==> config.mk <==
export PLATFORM = sky130hd
export DESIGN_NAME = hpsrp_top
export DESIGN_NICKNAME = d
export VERILOG_FILES = /design/src/hdl/hpsrp_pkg.sv /design/src/hdl/hpsrp_sync.sv /design/src/hdl/hpsrp_top.sv
export VERILOG_INCLUDE_DIRS = /design/src /design/src/hdl
export SDC_FILE = /design/constraint.sdc
export NUM_CORES = 1
export LEC_CHECK = 0
export ABC_AREA = 1
export BUFFER_PORTS_ARGS = -buffer_cell sky130_fd_sc_hd__buf_2
export CAP_MARGIN = 20
export CORE_MARGIN = 3
export CORE_UTILIZATION = 51
export DETAILED_ROUTE_END_ITERATION = 10
export PLACE_DENSITY = 0.75
export RECOVER_POWER = 25
export SYNTH_ARGS = -nofsm -noshare
export SYNTH_HDL_FRONTEND = slang
export SYNTH_SLANG_ARGS = --single-unit
==> constraint.sdc <==
create_clock -name clock_i -period 1.15 [get_ports clock_i]
set_clock_uncertainty 0.05 [all_clocks]
set_input_delay 0.115 -clock clock_i [delete_from_list [all_inputs] [get_ports clock_i]]
set_output_delay 0.115 -clock clock_i [all_outputs]
set_load 0.03 [all_outputs]
==> src/hdl/hpsrp_cfg.svh <==
// Purpose: offsets, field positions, reset values for the host strobe/request pin block
// Assumes: 3-bit register address, 8-bit register data
// Notes:   register offsets, widths, control/status field positions and reset values live here
`ifndef HPSRP_CFG_SVH
`define HPSRP_CFG_SVH

// ----------------------------------------------------------------------------
// register offsets
// ----------------------------------------------------------------------------
`define HPSRP_ADDR_W         3
`define HPSRP_DATA_W         8
`define HPSRP_PINS           3
`define HPSRP_OFF_CTRL       3'h0
`define HPSRP_OFF_PORTSEL    3'h1
`define HPSRP_OFF_DIR        3'h2
`define HPSRP_OFF_GPOUT      3'h3
`define HPSRP_OFF_STAT       3'h4

// ----------------------------------------------------------------------------
// control fields
// ----------------------------------------------------------------------------
`define HPSRP_CTRL_DBL_STB   0
`define HPSRP_CTRL_DBL_REQ   1
`define HPSRP_CTRL_STB_POL   2
`define HPSRP_CTRL_REQ_POL   3
`define HPSRP_CTRL_ACK_POL   4
`define HPSRP_CTRL_OPEN_DR   5
`define HPSRP_CTRL_RX_EN     6
`define HPSRP_CTRL_TX_EN     7

// ----------------------------------------------------------------------------
// status fields (pin levels sit in bits 2:0)
// ----------------------------------------------------------------------------
`define HPSRP_STAT_STB       3
`define HPSRP_STAT_ACK       4
`define HPSRP_STAT_STOP      5
`define HPSRP_STAT_WAIT      6
`define HPSRP_STAT_REQ       7

// ----------------------------------------------------------------------------
// reset values: polarities active low, host function selected, port bits all inputs
// ----------------------------------------------------------------------------
`define HPSRP_RST_CTRL       8'h00
`define HPSRP_RST_PORTSEL    8'h00
`define HPSRP_RST_DIR        8'h00
`define HPSRP_RST_GPOUT      8'h00
`define HPSRP_RST_PIN        3'h7

`endif

==> src/hdl/hpsrp_pkg.sv <==
// Purpose: types of the host strobe/request pin block
// Assumes: nothing
// Notes:   pin function per physical pin
package hpsrp_pkg;

    typedef enum logic [2:0]
    {
        FN_GPIO,
        FN_STROBE_IN,
        FN_REQ_OUT,
        FN_ACK_IN,
        FN_RXREQ_OUT
    } hpsrp_func_t;

endpackage : hpsrp_pkg

==> src/hdl/hpsrp_sync.sv <==
// Purpose: two-flop synchroniser for the host pins
// Assumes: inputs are asynchronous to clock_i
// Notes:   first stage feeds only the second stage
`timescale 1ns/1ps
`include "hpsrp_cfg.svh"

module hpsrp_sync
(
    input  wire logic                   clock_i,
    input  wire logic                   rstn_i,
    input  wire logic                   ce_i,
    input  wire logic [`HPSRP_PINS-1:0] async_i,
    output logic      [`HPSRP_PINS-1:0] sync_o
);

    logic [`HPSRP_PINS-1:0] meta;

    genvar g;
    generate
        for (g = 0; g < `HPSRP_PINS; g = g + 1)
        begin : g_bit
            // idle pin level is high: inactive for the default active-low use
            always_ff @(posedge clock_i or negedge rstn_i)
            begin
                if (!rstn_i)
                begin
                    meta[g]   <= 1'b1;
                    sync_o[g] <= 1'b1;
                end
                else if (ce_i)
                begin
                    meta[g]   <= async_i[g];
                    sync_o[g] <= meta[g];
                end
            end
        end
    endgenerate

endmodule : hpsrp_sync

==> src/hdl/hpsrp_top.sv <==
// Purpose: strobe, request and acknowledge pins of an 8-bit parallel host port
// Assumes: single clock, register port in the same domain, pins asynchronous
// Notes:   pin 0 strobe / port bit 12, pin 1 request / port bit 14,
//          pin 2 acknowledge or receive request / port bit 15
//
// Overview of operation
// - single strobe mode: pin 0 is data strobe input, polarity reset low
// - double strobe mode: pin 0 is write strobe input, polarity reset low
// - port select turns pins into port bits, direction per bit register
// - single request mode: pin 1 drives host request, polarity reset low
// - request outputs selectable together as driven or open drain by one control bit
// - double request mode: pin 1 drives transmit request, polarity reset low
// - double request mode: pin 2 drives receive request, polarity reset low
// - single request mode: pin 2 is acknowledge input, polarity reset low
// - in stop, input pins are ignored
// - in stop, last output level kept by weak keeper, driver released
// - wait state changes no pin
`timescale 1ns/1ps
`include "hpsrp_cfg.svh"

module hpsrp_top
(
    input  wire logic                     clock_i,
    input  wire logic                     rstn_i,
    input  wire logic                     ce_i,
    // register port
    input  wire logic [`HPSRP_ADDR_W-1:0] addr_i,
    input  wire logic [`HPSRP_DATA_W-1:0] wdata_i,
    input  wire logic                     wr_i,
    input  wire logic                     rd_i,
    output logic      [`HPSRP_DATA_W-1:0] rdata_o,
    // host port core side
    input  wire logic                     rx_request_i,
    input  wire logic                     tx_request_i,
    input  wire logic                     stop_i,
    input  wire logic                     wait_i,
    output logic                          data_strobe_o,
    output logic                          write_strobe_o,
    output logic                          strobe_start_o,
    output logic                          acknowledge_o,
    output logic                          acknowledge_start_o,
    // pin 0: strobe / port bit 12
    input  wire logic                     strobe_pin_i,
    output logic                          strobe_pin_o,
    output logic                          strobe_pin_oe_n_o,
    output logic                          strobe_pin_keep_o,
    // pin 1: request / transmit request / port bit 14
    input  wire logic                     request_pin_i,
    output logic                          request_pin_o,
    output logic                          request_pin_oe_n_o,
    output logic                          request_pin_keep_o,
    // pin 2: acknowledge / receive request / port bit 15
    input  wire logic                     ack_pin_i,
    output logic                          ack_pin_o,
    output logic                          ack_pin_oe_n_o,
    output logic                          ack_pin_keep_o
);

    // ------------------------------------------------------------------------
    // registers
    // ------------------------------------------------------------------------
    logic [`HPSRP_DATA_W-1:0] ctrl;
    logic [`HPSRP_DATA_W-1:0] portsel;
    logic [`HPSRP_DATA_W-1:0] dir;
    logic [`HPSRP_DATA_W-1:0] gpout;
    logic [`HPSRP_PINS-1:0]   pin_seen;

    wire dbl_strobe = ctrl[`HPSRP_CTRL_DBL_STB];
    wire dbl_req    = ctrl[`HPSRP_CTRL_DBL_REQ];
    wire strobe_pol = ctrl[`HPSRP_CTRL_STB_POL];
    wire req_pol    = ctrl[`HPSRP_CTRL_REQ_POL];
    wire ack_pol    = ctrl[`HPSRP_CTRL_ACK_POL];
    wire open_drain = ctrl[`HPSRP_CTRL_OPEN_DR];
    wire rx_en      = ctrl[`HPSRP_CTRL_RX_EN];
    wire tx_en      = ctrl[`HPSRP_CTRL_TX_EN];
    wire gpio_sel   = portsel[0];

    wire wr_ctrl    = wr_i && (addr_i == `HPSRP_OFF_CTRL);
    wire wr_portsel = wr_i && (addr_i == `HPSRP_OFF_PORTSEL);
    wire wr_dir     = wr_i && (addr_i == `HPSRP_OFF_DIR);
    wire wr_gpout   = wr_i && (addr_i == `HPSRP_OFF_GPOUT);

    always_ff @(posedge clock_i or negedge rstn_i)
    begin
        if (!rstn_i)
        begin
            ctrl    <= `HPSRP_RST_CTRL;
            portsel <= `HPSRP_RST_PORTSEL;
            dir     <= `HPSRP_RST_DIR;
            gpout   <= `HPSRP_RST_GPOUT;
        end
        else if (ce_i)
        begin
            if (wr_ctrl)
                ctrl <= wdata_i;
            if (wr_portsel)
                portsel <= wdata_i;
            if (wr_dir)
                dir <= wdata_i;
            if (wr_gpout)
                gpout <= wdata_i;
        end
    end

    // ------------------------------------------------------------------------
    // pin input synchronisation
    // ------------------------------------------------------------------------
    logic [`HPSRP_PINS-1:0] pin_sync;

    hpsrp_sync u_sync
    (
        .clock_i (clock_i),
        .rstn_i  (rstn_i),
        .ce_i    (ce_i),
        .async_i ({ack_pin_i, request_pin_i, strobe_pin_i}),
        .sync_o  (pin_sync)
    );

    // inputs are frozen in stop so software sees the last value, not noise
    always_ff @(posedge clock_i or negedge rstn_i)
    begin
        if (!rstn_i)
            pin_seen <= `HPSRP_RST_PIN;
        else if (ce_i && !stop_i)
            pin_seen <= pin_sync;
    end

    // ------------------------------------------------------------------------
    // pin function selection
    // ------------------------------------------------------------------------
    hpsrp_pkg::hpsrp_func_t func [`HPSRP_PINS];

    // one function per pin, port select overrides every host function
    assign func[0] = gpio_sel ? hpsrp_pkg::FN_GPIO : hpsrp_pkg::FN_STROBE_IN;
    assign func[1] = gpio_sel ? hpsrp_pkg::FN_GPIO : hpsrp_pkg::FN_REQ_OUT;
    assign func[2] = gpio_sel ? hpsrp_pkg::FN_GPIO :
                     (dbl_req ? hpsrp_pkg::FN_RXREQ_OUT : hpsrp_pkg::FN_ACK_IN);

    // ------------------------------------------------------------------------
    // strobe and acknowledge inputs
    // ------------------------------------------------------------------------
    wire strobe_hit = (func[0] == hpsrp_pkg::FN_STROBE_IN) && !stop_i
                      && (pin_sync[0] == strobe_pol);
    wire host_data_strobe_in  = strobe_hit && !dbl_strobe;
    wire host_write_strobe_in = strobe_hit && dbl_strobe;
    // host must drive this at the programmed level to answer a request
    wire host_acknowledge_in  = (func[2] == hpsrp_pkg::FN_ACK_IN) && !stop_i
                                && (pin_sync[2] == ack_pol);

    always_ff @(posedge clock_i or negedge rstn_i)
    begin
        if (!rstn_i)
        begin
            data_strobe_o       <= 1'b0;
            write_strobe_o      <= 1'b0;
            strobe_start_o      <= 1'b0;
            acknowledge_o       <= 1'b0;
            acknowledge_start_o <= 1'b0;
        end
        else if (ce_i)
        begin
            data_strobe_o       <= host_data_strobe_in;
            write_strobe_o      <= host_write_strobe_in;
            strobe_start_o      <= strobe_hit && !(data_strobe_o || write_strobe_o);
            acknowledge_o       <= host_acknowledge_in;
            acknowledge_start_o <= host_acknowledge_in && !acknowledge_o;
        end
    end

    // ------------------------------------------------------------------------
    // request outputs
    // ------------------------------------------------------------------------
    wire req_any              = (rx_request_i && rx_en) || (tx_request_i && tx_en);
    wire host_request_out     = !dbl_req && req_any;
    wire transmit_request_out = dbl_req && tx_request_i && tx_en;
    wire receive_request_out  = dbl_req && rx_request_i && rx_en;

    wire pin1_active = dbl_req ? transmit_request_out : host_request_out;
    wire pin1_level  = pin1_active ? req_pol : !req_pol;
    wire pin2_level  = receive_request_out ? req_pol : !req_pol;

    // ------------------------------------------------------------------------
    // per-pin driver resolution
    // ------------------------------------------------------------------------
    logic [`HPSRP_PINS-1:0] req_level;
    logic [`HPSRP_PINS-1:0] want_val;
    logic [`HPSRP_PINS-1:0] want_en;
    logic [`HPSRP_PINS-1:0] pin_out;
    logic [`HPSRP_PINS-1:0] pin_oe_n;
    logic [`HPSRP_PINS-1:0] pin_keep;

    assign req_level = {pin2_level, pin1_level, 1'b1};

    genvar g;
    generate
        for (g = 0; g < `HPSRP_PINS; g = g + 1)
        begin : g_pin
            wire is_gpio = (func[g] == hpsrp_pkg::FN_GPIO);
            wire is_req  = (func[g] == hpsrp_pkg::FN_REQ_OUT)
                           || (func[g] == hpsrp_pkg::FN_RXREQ_OUT);
            // open drain only pulls low; a high level is left to the pull-up
            wire req_en  = open_drain ? !req_level[g] : 1'b1;
            wire req_val = open_drain ? 1'b0 : req_level[g];

            assign want_en[g]  = is_gpio ? dir[g] : (is_req ? req_en : 1'b0);
            assign want_val[g] = is_gpio ? gpout[g] : (is_req ? req_val : 1'b1);

            // wait_i deliberately plays no part here
            always_ff @(posedge clock_i or negedge rstn_i)
            begin
                if (!rstn_i)
                begin
                    pin_out[g]  <= 1'b1;
                    pin_oe_n[g] <= 1'b1;
                    pin_keep[g] <= 1'b0;
                end
                else if (ce_i)
                begin
                    if (stop_i)
                    begin
                        // driver off, keeper holds whatever was last driven
                        pin_oe_n[g] <= 1'b1;
                        pin_keep[g] <= pin_keep[g] || !pin_oe_n[g];
                    end
                    else
                    begin
                        pin_out[g]  <= want_val[g];
                        pin_oe_n[g] <= !want_en[g];
                        pin_keep[g] <= 1'b0;
                    end
                end
            end
        end
    endgenerate

    assign strobe_pin_o       = pin_out[0];
    assign strobe_pin_oe_n_o  = pin_oe_n[0];
    assign strobe_pin_keep_o  = pin_keep[0];
    assign request_pin_o      = pin_out[1];
    assign request_pin_oe_n_o = pin_oe_n[1];
    assign request_pin_keep_o = pin_keep[1];
    assign ack_pin_o          = pin_out[2];
    assign ack_pin_oe_n_o     = pin_oe_n[2];
    assign ack_pin_keep_o     = pin_keep[2];

    // ------------------------------------------------------------------------
    // read back
    // ------------------------------------------------------------------------
    logic [`HPSRP_DATA_W-1:0] stat;
    logic [`HPSRP_DATA_W-1:0] rd_mux;

    // wait is only reported; it changes no pin
    assign stat = {pin1_active || receive_request_out,
                   wait_i,
                   stop_i,
                   acknowledge_o,
                   data_strobe_o || write_strobe_o,
                   pin_seen};

    assign rd_mux = (addr_i == `HPSRP_OFF_CTRL)    ? ctrl    :
                    (addr_i == `HPSRP_OFF_PORTSEL) ? portsel :
                    (addr_i == `HPSRP_OFF_DIR)     ? dir     :
                    (addr_i == `HPSRP_OFF_GPOUT)   ? gpout   :
                    (addr_i == `HPSRP_OFF_STAT)    ? stat    :
                    8'h00;

    always_ff @(posedge clock_i or negedge rstn_i)
    begin
        if (!rstn_i)
            rdata_o <= 8'h00;
        else if (ce_i)
            rdata_o <= rd_i ? rd_mux : 8'h00;
    end

endmodule : hpsrp_top

Word level (Yosys, flattened, before mapping). Index checks and enable logic that the tools add are counted.

Flip-flop bits (word level): 63. Word-level logic and storage cells: 129.

Equality and inequality tests: 14. Multiplexer cells: 36. Bitwise operators: 1. Reductions and logical operators: 52.

Operators by type and width (number): $mux 8 (6); $mux 1 (27); $logic_and 1x1->1 (20); $logic_not 1->1 (14); $eq 3x2->1 const B (4); $logic_not 3->1 (4); $reduce_and 2->1 (5); $logic_or 1x1->1 (9); $eq 3x3->1 const B (2); $mux 3 (2); $eq 1x3->1 const B (1); $eq 2x3->1 const B (1); $eq 3x1->1 const B (1); $eq 1x1->1 (2); $eq 1x2->1 const B (1); $eq 2x2->1 const B (1); $mux 2 (1); $eq 1x1->1 const B (1); $not 1->1 (1).

Longest topological paths before layout. Gate-level depths: netlist of run 1.

Depth in word-level cells: 11. Depth in mapped cells: 10. Mapped depth without buffers: 9.

Hierarchy. From an unflattened synthesis of run 1, not the netlist that was laid out.

Cell total of the unflattened synthesis: 362. Area, all modules: 3040.4 µm².

Modules (own cells, without submodules): hpsrp_top (instances 1, cells an instance 337, area an instance 2811.4 µm²); hpsrp_sync (instances 1, cells an instance 25, area an instance 229.0 µm²).

Worst setup path after synthesis of run 1. No wires, ideal clock.

Kind: register -> register. Start point: reg write_strobe_o. End point: reg rdata_o[3]. Arrival: 1.089 ns. Data required time: 0.983 ns. Slack: -0.105 ns. Cell stages (with the launch flop): 8. Path buffers: 0. Period minus slack after synthesis: 1.255 ns. Cells stage by stage: dfrtp_1 -> or2_2 -> nand2_1 -> nand2_1 -> nand2_1 -> nand2_1 -> nand2_1 -> nand2_1.

Word-level cells in the longest chain between the ends: 7.

Ends and longest elaborated chain: from (decl) (line hpsrp_top.sv:38) `output logic write_strobe_o,`; from (signal assigned) (line hpsrp_top.sv:163) `write_strobe_o <= host_write_strobe_in;`; $logic_or 1x1->1 (line hpsrp_top.sv:257) `data_strobe_o || write_strobe_o,`; $mux 8 (line hpsrp_top.sv:264) `` (addr_i == `HPSRP_OFF_STAT) ? stat : ``; $mux 8 (line hpsrp_top.sv:263) `` (addr_i == `HPSRP_OFF_GPOUT) ? gpout : ``; $mux 8 (line hpsrp_top.sv:262) `` (addr_i == `HPSRP_OFF_DIR) ? dir : ``; $mux 8 (line hpsrp_top.sv:261) `` (addr_i == `HPSRP_OFF_PORTSEL) ? portsel : ``; $mux 8 (line hpsrp_top.sv:260) `` assign rd_mux = (addr_i == `HPSRP_OFF_CTRL) ? ctrl : ``; $mux 8 (line hpsrp_top.sv:272) `rdata_o <= rd_i ? rd_mux : 8'h00;`; to (signal assigned) (line hpsrp_top.sv:272); to (decl) (line hpsrp_top.sv:31) `` output logic [`HPSRP_DATA_W-1:0] rdata_o, ``.

Every way passes these cells. A chain may end at the register's enable or synchronous reset.

Worst setup path in the final report of run 1.
Start point: reg pin_oe_n[2] (netlist: ack_pin_oe_n_o). End point: out ack_pin_oe_n_o.

RTL lines: from (decl) (line hpsrp_top.sv:189) `` logic [`HPSRP_PINS-1:0] pin_oe_n; ``; from (signal, indexed assignment) (line hpsrp_top.sv:228) `pin_oe_n[g] <= !want_en[g];`; to (decl) (line hpsrp_top.sv:55) `output logic ack_pin_oe_n_o,`.

No word-level cell between the ends.

==> results.py, run 1 <==
metrics = {
    "timing": {
        "max_freq_mhz": 847,
        "hold_viol": 0,
        "finalSetupTns_ns": -0.143,
        "setup_viol": 6,
        "setup_slack_ns": -0.0313,
        "worst_slew_pin_slew_ns": 0.566,
        "drv_slew": 0,
        "finalCriticalPeriod_ns": 1.18,
        "slew-limit-headroom": 0.623,
        "min_period_over_period": 1.03,
        "rsz0062_at_grt": "true",
    },
    "job": {
        "maxCapViolCount": 0,
    },
    "finish": {
        "fin_nets": 468,
        "drive_above_1_share": 0.351,
        "final_area_um2": 3870,
        "syn2layout_area_growth_pct": 27.3,
        "antenna_cells": 0,
        "fin_cells": 522,
    },
    "critical_path": {
        "cp_num_buf_inv": 1,
        "crit_family": "flip-flops",
        "worstReg2RegEnd": "rdata_o[3]$_DFFE_PN0P_",
        "worstReg2RegStart": "write_strobe_o$_DFFE_PN0P_",
        "crit_end": "ack_pin_oe_n_o",
        "cp_cell_sequence": "buf_6",
        "path_depth": 1,
        "endpoint_kind": "output pin",
        "cp.required_ns": 0.99,
        "path_class": "reg2out",
        "crit_start": "ack_pin_oe_n_o$_DFFE_PN1P_",
        "cpMaxStageDelayCell": "dfstp_2",
        "start_kind": "flip-flop",
        "slowest_delay_ns": 0.55,
        "reg2reg_depth": 7,
        "rrSetupSlack_ns": 0.01,
        "cp_max_fo": 2,
        "cp_data_arrival_time_ns": 1.02,
    },
    "floorplanning": {
        "ios": 45,
        "die_width_um": 83.2,
        "die_y_um": 83.2,
        "coreArea_um2": 5640,
        "rows": 27,
        "fp.dieArea_um2": 6930,
        "initial_utilization": 0.539,
    },
    "power": {
        "p_sw_mw": 2.07,
        "leakage_nw": 2.06,
        "comb_power_share": 0.223,
        "vdd_drop_max_v": 0.00105,
        "power_frac_seq": 0.453,
        "p_int_mw": 4.47,
        "pwr-share-clk": 0.325,
        "swShare": 0.316,
        "p_per_area_nw_per_um2": 1690,
    },
    "clock_network": {
        "cts_tree": "done",
        "root_buffer": "clkbuf_8",
        "clock_latency_ns": 0.34,
        "htree_num_levels": 3,
        "clockBufferDepth": 2,
        "numCtsBuffers": 9,
        "cts_sinks": 63,
        "cts.clk_slew.worst_paths_ns": 0.07,
    },
    "yosys": {
        "syn-num-nets": 390,
        "synthArstFlopShare": 1.00,
        "synth_edf_count": 0,
        "yosysWarnings": 0,
        "ys.flop_type": "dfrtp_1",
        "synth.avg_cell_area_um2": 8.29,
        "ys_types": 30,
        "seq_area_frac_synth": 0.524,
        "synth_area_um2": 3040,
        "syn_inst": 367,
        "ys_ff_latch": 63,
    },
    "route": {
        "drcViolationCount": 0,
        "routed_wl_um": 7690,
        "drt_first_pass_iters": 4,
        "vias": 2695,
        "m1WireLength_um": 3450,
        "viasPerCell": 5.16,
        "drt.antenna.violating_nets": 0,
        "wl_per_cell_um": 14.7,
        "drt-initial-drc-count": 174,
        "wl_met3_um": 409,
        "routed-wl-met2_um": 3620,
        "top_layer": "met4",
    },
    "status": {
        "status": "finished, violations left",
        "violations": "setup timing",
    },
    "global_route": {
        "grt_max_degree": 64,
        "grtUsageTotal": 0.229,
        "grt_overflow_total": 0,
        "grt_pass1_vias": 2579,
        "antenna_found_initial": 0,
        "grt_first_pass_wirelength_um": 12600,
    },
    "hold_path": {
        "hp-class": "in2reg",
    },
    "placed_design": {
        "dp_cells": 493,
        "hpwl_um": 5360,
        "pre_cts_ws_ns": -0.128,
        "gp_congestion": 0.921,
        "placed_area_um2": 3460,
        "port_buffers": 44,
    },
}
## final cells by class
type                       count  area [um^2]
clock inverter                 3         17.5
clock buffer                  13          213
tap                           72         90.1
sequential                    63         1600
multi-input combinational    250         1240
fill                         464         1770
inverter                      43          164
timing repair buffer          78          542
## worst min-delay path: cells and delay by family
kind            cells  cell delay (ns)
buf+inv             2             0.15
compound gates      1             0.13
## logic make-up (layout without fill, tap and decap cells)
kind of cell	count (synthesis)	count (layout)	synth area share
simple gates	179	179	0.255
compound gates	70	70	0.138
flops	63	63	0.524
buf+inv	54	137	0.0794
xor+xnor	1	1	0.00288
## how the worst min path moves through the flow
stage                     startpoint                    endpoint  slack (ns)  cells after the start
final                     wdata_i[1]        gpout[1]$_DFFE_PN0P_        0.04                      3
after global routing      wdata_i[1]        gpout[1]$_DFFE_PN0P_        0.05                      3
after CTS                 wdata_i[4]        gpout[4]$_DFFE_PN0P_        0.03                      3
after detailed placement      rstn_i      rdata_o[7]$_DFFE_PN0P_        0.10                      2
after global placement        rstn_i      rdata_o[7]$_DFFE_PN0P_         0.1                      2
after floorplan               rstn_i  ack_pin_keep_o$_DFFE_PN0P_       -0.23                      0
## cells in the final DEF (no fill, tap or decap), types with 3 or more instances in the layout
cell           Yosys  final
dfrtp_2            0      4
a21oi_1           16     14
o21ai_2           16     16
nand2_2            6     12
inv_2              5      7
dfstp_2           15     15
clkbuf_8           0     10
nor2_1            15     15
nand3_2            1      3
clkbuf_16          0      3
o21ai_1           16     17
dfrtp_1           48     44
buf_2              1     37
buf_4              1     29
nand2_1          127    121
nand3_1           15     13
dlygate4sd3_1      0      4
inv_1             37     35
nand4_1            4      4
o21ai_0           19     18
buf_6              4      7
## per-layer routing
| metal | vias up | global-route usage |
|---|---|---|
| met1 | 1277 | 0.316 |
| li1 | 1326 | - |
| met5 | - | 0 |
| met4 | 0 | 0.103 |
| met2 | 72 | 0.348 |
| met3 | 20 | 0.0476 |
## cell usage after synthesis, types with 2 or more instances
master / instances / area, um^2
nand4_1: 4 / 25.0
nand2_1: 127 / 477
nor2_4: 2 / 22.5
dfstp_2: 15 / 394
nor2_1: 15 / 56.3
inv_1: 37 / 139
inv_2: 5 / 18.8
dfrtp_1: 48 / 1200
nand2_2: 6 / 37.5
nand2_4: 2 / 22.5
nand3_1: 15 / 75.1
a21oi_1: 16 / 80.1
buf_6: 4 / 45.0
o21ai_0: 19 / 95.1
nor3_1: 2 / 10.0
o31ai_1: 2 / 15.0
clkbuf_1: 4 / 15.0
o21ai_1: 16 / 80.1
o21ai_2: 16 / 140
or2_0: 2 / 12.5
## metrics by stage
stage	util	hold slack, ns	total power, mW
after global routing	0.686	0.0477	6.86
after CTS	0.676	0.0311	6.47
after floorplan	-	-0.231	3.77
final	0.686	0.0363	6.53
after global placement	0.614	0.0999	4.20
after detailed placement	0.614	0.102	4.25
## sequential cells by signal, indices dropped and copies added, names as in the netlist
name and flops:
ack_pin_o 1, portsel 8, strobe_pin_keep_o 1, request_pin_keep_o 1, write_strobe_o 1, gpout 8, ack_pin_keep_o 1, acknowledge_o 1
pin_seen 3, strobe_start_o 1, u_sync.meta 3, ctrl 8, u_sync.sync_o 3, data_strobe_o 1, acknowledge_start_o 1, strobe_pin_o 1
strobe_pin_oe_n_o 1, rdata_o 8, dir 8, request_pin_o 1, ack_pin_oe_n_o 1, request_pin_oe_n_o 1
## repair_timing
item | in CTS | in global routing
gates resized for setup | 14 | 16
pin swaps | 2 | 8
buffers inserted | 5 | 4
hold buffers | 4 | 0
endpoints found under the setup margin | 9 | 16
endpoints found under the hold margin | 51 | 0
## power groups by stage
stage / logic (mW) / registers [mW] / clock network, mW
CTS: 1.39 / 2.94 / 2.14
global placement: 1.24 / 2.96 / 0
floorplan: 0.690 / 3.08 / 0
finish: 1.46 / 2.96 / 2.12
global route: 1.61 / 3.00 / 2.24
detailed placement: 1.28 / 2.97 / 0
Note: power is estimated with default switching activity, not from simulation.
==> run 2, diff against run 1 <==
--- a/config.mk
+++ b/config.mk
@@ -10,9 +10,9 @@
 export BUFFER_PORTS_ARGS = -buffer_cell sky130_fd_sc_hd__buf_2
 export CAP_MARGIN = 20
 export CORE_MARGIN = 3
-export CORE_UTILIZATION = 51
+export CORE_UTILIZATION = 52
 export DETAILED_ROUTE_END_ITERATION = 10
-export PLACE_DENSITY = 0.75
+export PLACE_DENSITY = 0.74
 export RECOVER_POWER = 25
 export SYNTH_ARGS = -nofsm -noshare
 export SYNTH_HDL_FRONTEND = slang
==> constraint.sdc (replaced) <==
create_clock -name clock_i -period 1.2 [get_ports clock_i]
set_clock_uncertainty 0.05 [all_clocks]
set_input_delay 0.12 -clock clock_i [delete_from_list [all_inputs] [get_ports clock_i]]
set_output_delay 0.12 -clock clock_i [all_outputs]
set_load 0.03 [all_outputs]
==> run 2 against run 1 <==
Effect of this change:
- the run now ends clean
- core utilization is 2.6 points lower
- setup slack better by 0.049 ns
- power is 7.7% lower
- non-clock buffer count is 18 lower
- via count is 2.9% lower
- global-route usage is 0.17 points higher
- register-to-register slack better by 0.03 ns
- first-iteration DRC count is 51% higher
- flip-flop and latch count stayed put
- critical endpoint is now request_pin_oe_n_o
==> results.py, run 2 (synthesized netlist as in run 1, its figures left out) <==
metrics = {
    "timing": {
        "min_period_over_period": 0.985,
        "finalCriticalPeriod_ns": 1.18,
        "drv_slew": 0,
        "setup_slack_ns": 0.0174,
        "rsz0062_at_grt": "true",
        "whs_ns": 0.0596,
        "worst_slew_pin_slew_ns": 0.566,
        "hold_viol": 0,
        "max_freq_mhz": 846,
        "setup_viol": 0,
        "slew-limit-headroom": 0.623,
    },
    "power": {
        "comb_power_share": 0.210,
        "vdd_drop_max_v": 0.000845,
        "pwr-share-clk": 0.321,
        "power_frac_seq": 0.469,
        "total_power_mw": 6.03,
        "p_per_area_nw_per_um2": 1640,
        "leakage_nw": 1.96,
        "swShare": 0.312,
        "p_sw_mw": 1.88,
        "p_int_mw": 4.15,
    },
    "clock_network": {
        "cts.clk_slew.worst_paths_ns": 0.07,
        "cts_sinks": 63,
        "numCtsBuffers": 9,
        "clock_latency_ns": 0.33,
        "cts_tree": "done",
        "clockBufferDepth": 2,
        "root_buffer": "clkbuf_8",
        "htree_num_levels": 3,
    },
    "finish": {
        "fin_nets": 450,
        "fillCellCount": 474,
        "syn2layout_area_growth_pct": 20.9,
        "drive_above_1_share": 0.299,
        "final_core_util": 0.660,
        "final_common_cell": "nand2_1",
        "antenna_cells": 0,
        "layout_common_cells": "nand2_1 (125), dfrtp_1 (45), buf_2 (38)",
        "fin_cells": 504,
    },
    "global_route": {
        "grt_overflow_total": 0,
        "antenna_found_initial": 0,
        "grtUsageTotal": 0.231,
        "grt_max_degree": 64,
        "grt_pass1_vias": 2446,
        "grt_first_pass_wirelength_um": 11500,
    },
    "critical_path": {
        "cp_max_fo": 3,
        "cp_data_arrival_time_ns": 1.01,
        "slowest_delay_ns": 0.55,
        "path_class": "reg2out",
        "cp_cell_sequence": "buf_6",
        "cp_num_buf_inv": 1,
        "cpMaxStageDelayCell": "dfstp_2",
        "endpoint_kind": "output pin",
        "start_kind": "flip-flop",
        "cp.required_ns": 1.03,
        "crit_family": "flip-flops",
    },
    "job": {
        "maxCapViolCount": 0,
    },
    "route": {
        "wl_met3_um": 313,
        "routed_wl_um": 7240,
        "viasPerCell": 5.19,
        "drt-initial-drc-count": 263,
        "wl_per_cell_um": 14.4,
        "drcViolationCount": 0,
        "drt.antenna.violating_nets": 0,
        "top_layer": "met4",
        "m1WireLength_um": 3300,
        "routed-wl-met2_um": 3420,
        "drt_first_pass_iters": 4,
        "vias": 2617,
    },
    "placed_design": {
        "gp_congestion": 0.883,
        "hpwl_um": 5190,
        "dp_cells": 483,
        "pre_cts_ws_ns": -0.0431,
        "port_buffers": 44,
    },
    "floorplanning": {
        "die_y_um": 82.5,
        "rows": 27,
        "coreArea_um2": 5570,
        "die_width_um": 82.5,
        "fp.dieArea_um2": 6800,
        "initial_utilization": 0.546,
        "ios": 45,
    },
    "hold_path": {
        "hp-class": "in2reg",
    },
    "status": {
        "status": "finished clean",
    },
}
-- run 2: what timing repair did --
item,4_1_cts,5_1_grt
endpoints found under the setup margin,6,14
hold buffers,4,0
buffers inserted,0,1
pin swaps,0,7
resized for setup,9,9
hold endpoints to repair,51,0
-- run 2: path summary, 6_finish.rpt --
| path | end | slack [ns] | startpoint | cells past startpoint |
|---|---|---|---|---|
| worst max-delay path | request_pin_oe_n_o | 0.02 | request_pin_oe_n_o$_DFFE_PN1P_ | 1 |
| worst max register to register | rdata_o[3]$_DFFE_PN0P_ | 0.04 | write_strobe_o$_DFFE_PN0P_ | 7 |
| min in group asynchronous | portsel[7]$_DFFE_PN0P_ | 0.34 | rstn_i | 3 |
| worst min-delay path | portsel[5]$_DFFE_PN0P_ | 0.06 | wdata_i[5] | 3 |
| worst min register to register | u_sync.meta[1]$_DFFE_PN1P_ | 0.41 | u_sync.meta[1]$_DFFE_PN1P_ | 2 |
| max in group asynchronous | ctrl[6]$_DFFE_PN0P_ | 0.33 | rstn_i | 3 |
-- run 2: routing by layer --
metal | track usage | vias to the layer above
met3 | 0.0434 | 18
met4 | 0.125 | 0
met1 | 0.308 | 1241
met2 | 0.353 | 74
met5 | 0 | -
li1 | - | 1284
-- run 2: power by group through the flow --
stage / clock network (mW) / registers (mW) / logic [mW]
2_1_floorplan: 0 / 2.95 / 0.661
3_3_place_gp: 0 / 2.83 / 1.17
3_5_place_dp: 0 / 2.84 / 1.20
4_1_cts: 1.96 / 2.81 / 1.24
5_1_grt: 2.07 / 2.87 / 1.42
6_report: 1.94 / 2.83 / 1.26
-- run 2: cell type report --
type	count	area [um^2]	area share
flip-flops and latches	63	1600	0.435
multi-input cells	250	1220	0.332
repair buffers	60	392	0.106
clock buffers	14	173	0.0470
inverters	43	164	0.0446
well taps	72	90.1	0.0245
clock inverters	2	38.8	0.0105
-- run 2: metrics by stage --
stage | TNS (ns) | instance area, um^2
6_report | 0 | 3680
5_1_grt | -0.0594 | 3680
4_1_cts | 0 | 3650
3_5_place_dp | -0.370 | 3370
3_3_place_gp | -0.108 | 3370
2_1_floorplan | 0 | 3050
==> run 3, diff against run 2 <==
--- a/config.mk
+++ b/config.mk
@@ -6,7 +6,7 @@
 export SDC_FILE = /design/constraint.sdc
 export NUM_CORES = 1
 export LEC_CHECK = 0
-export ABC_AREA = 1
+export ABC_AREA = 0
 export BUFFER_PORTS_ARGS = -buffer_cell sky130_fd_sc_hd__buf_2
 export CAP_MARGIN = 20
 export CORE_MARGIN = 3
==> run 3 against run 2 <==
Effect of this change:
- the flow now finishes with violations (setup timing)
- wire length up 4.9%
- via count down 9.3%
- area after synthesis down 2.3%
- critical path depth up 2
- hold slack worse by 0.046 ns
==> results.py, run 3 <==
metrics = {
    "status": {
        "status": "finished, violations left",
        "violations": "setup timing",
    },
    "global_route": {
        "grtUsageTotal": 0.243,
        "grt_overflow_total": 0,
        "grt_first_pass_wirelength_um": 11900,
        "antenna_found_initial": 0,
        "grt_pass1_vias": 2317,
        "grt_max_degree": 64,
    },
    "route": {
        "drt.antenna.violating_nets": 0,
        "drt_first_pass_iters": 4,
        "drt-initial-drc-count": 153,
        "vias": 2374,
        "viasPerCell": 5.85,
        "routed_wl_um": 7600,
        "wl_per_cell_um": 18.7,
        "drcViolationCount": 0,
    },
    "timing": {
        "setup_viol": 5,
        "max_freq_mhz": 773,
        "worst_slew_pin_slew_ns": 0.562,
        "hold_viol": 0,
        "slew-limit-headroom": 0.625,
        "rsz0062_at_grt": "true",
        "setup_slack_ns": -0.0944,
        "min_period_over_period": 1.08,
        "finalCriticalPeriod_ns": 1.29,
        "drv_slew": 0,
        "finalSetupTns_ns": -0.291,
    },
    "floorplanning": {
        "initial_utilization": 0.560,
        "ios": 45,
        "die_width_um": 81.6,
        "die_y_um": 81.6,
        "fp.dieArea_um2": 6660,
        "coreArea_um2": 5300,
        "rows": 26,
    },
    "power": {
        "p_sw_mw": 1.94,
        "power_frac_seq": 0.463,
        "comb_power_share": 0.280,
        "total_power_mw": 6.33,
        "swShare": 0.307,
        "vdd_drop_max_v": 0.000966,
        "p_per_area_nw_per_um2": 1610,
        "leakage_nw": 1.85,
        "pwr-share-clk": 0.257,
        "p_int_mw": 4.38,
    },
    "yosys": {
        "netlist.area_leader.share": 0.404,
        "syn_inst": 238,
        "synth_area_um2": 2970,
        "syn-num-nets": 261,
        "yosysTopAreaCell": "dfrtp_1",
        "synth_edf_count": 0,
        "ys_types": 47,
        "synth.avg_cell_area_um2": 12.5,
        "yosysWarnings": 0,
        "seq_area_frac_synth": 0.537,
        "yosys-top-cells-area": "dfrtp_1 (40%), mux2_2 (17%), dfstp_2 (13%)",
        "ys.flop_type": "dfrtp_1",
        "synth.most_common_cell": "dfrtp_1",
        "synth_commonest_cells": "dfrtp_1 (48), mux2_2 (44), dfstp_2 (15), a32oi_1 (13), nand2_1 (11)",
        "synthArstFlopShare": 1.00,
        "ys_ff_latch": 63,
    },
    "critical_path": {
        "worstReg2RegStart": "u_sync.sync_o[0]$_DFFE_PN1P_",
        "endpoint_kind": "flip-flop",
        "cp_data_arrival_time_ns": 1.48,
        "cp_max_fo": 3,
        "path_class": "reg2reg",
        "cp.required_ns": 1.39,
        "crit_start": "u_sync.sync_o[0]$_DFFE_PN1P_",
        "start_kind": "flip-flop",
    },
    "clock_network": {
        "cts_sinks": 63,
        "root_buffer": "clkbuf_8",
        "clock_latency_ns": 0.33,
        "clockBufferDepth": 2,
        "cts_tree": "done",
        "numCtsBuffers": 9,
        "htree_num_levels": 3,
        "cts.clk_slew.worst_paths_ns": 0.06,
    },
    "hold_path": {
        "hold_path.startpoint": "wdata_i[4]",
        "hp-class": "in2reg",
    },
    "placed_design": {
        "gp_congestion": 0.810,
        "pre_cts_ws_ns": -0.234,
        "port_buffers": 44,
        "hpwl_um": 5320,
    },
    "finish": {
        "fillCellCount": 373,
        "antenna_cells": 0,
        "syn2layout_area_growth_pct": 32.6,
        "drive_above_1_share": 0.551,
        "fin_nets": 354,
        "final_common_cell": "dfrtp_1",
        "layout_common_cells": "dfrtp_1 (46), buf_4 (44), mux2_2 (37)",
        "final_core_util": 0.743,
    },
    "job": {
        "maxCapViolCount": 0,
    },
}
[run 3: power by group through the flow]
stage               clock network [mW]  logic (mW)  registers [mW]
finish                            1.63        1.77            2.93
global route                      1.72        1.91            2.98
CTS                               1.63        1.67            2.90
detailed placement                   0        1.59            2.92
global placement                     0        1.55            2.91
floorplan                            0       0.741            3.11
[run 3: final cells by class]
type	count	area, um^2	share of cell area
Inverter	9	33.8	0.00857
Timing Repair Buffer	97	702	0.178
Multi-Input combinational cell	151	1350	0.342
Clock buffer	15	166	0.0422
Tap cell	70	87.6	0.0222
Clock inverter	1	5.00	0.00127
Sequential cell	63	1600	0.406
[run 3: worst paths after layout]
path | depth (start not counted) | slack (ns) | to
worst max-delay path | 3 | -0.09 | strobe_start_o$_DFFE_PN0P_
worst min-delay path | 2 | 0.01 | ctrl[4]$_DFFE_PN0P_
worst max register to register | 3 | -0.09 | strobe_start_o$_DFFE_PN0P_
worst min register to register | 2 | 0.42 | pin_seen[2]$_DFFE_PN1P_
max in group asynchronous | 3 | 0.33 | ctrl[3]$_DFFE_PN0P_
min in group asynchronous | 3 | 0.34 | ack_pin_keep_o$_DFFE_PN0P_
[run 3: worst max-delay path, stage by stage, from the launching register on]
cell     delay [ns]
dfstp_2        0.54
xor2_1         0.07
or3_4          0.35
o32ai_2        0.19
[run 3: logic make-up after synthesis]
kind of cell           Yosys count  synth area share
AND/OR/NAND/NOR                 54             0.117
AO/OA/AOI/OAI                   49             0.129
buffers and inverters           24            0.0375
flip-flops                      63             0.537
XOR/XNOR                         2           0.00590
multiplexers                    46             0.173
[run 3: routing by layer]
metal  global-route usage  wire [um]  up-vias
li1                     -          -     1077
met1                0.345       3380     1164
met2                0.374       3470      122
met3               0.0428        642       11
met4               0.0963         98        0
met5                    0          0        -
[run 3: metrics by stage]
stage | instance area, um^2 | std cells | hold WS, ns
after detailed placement | 3600 | 384 | 0.107
after global routing | 3940 | 406 | 0.0129
after CTS | 3860 | 405 | 0.0126
after global placement | 3600 | 384 | 0.104
after floorplan | 3010 | 238 | -0.226
final | 3940 | 406 | 0.0135
[run 3: what timing repair did]
action                                  4_1_cts  5_1_grt
endpoints found under the setup margin       13       16
hold buffers                                  4        0
endpoints found under the hold margin        51        0
resized for setup                            14       21
setup buffers                                 1        1
pin swaps                                     2        8
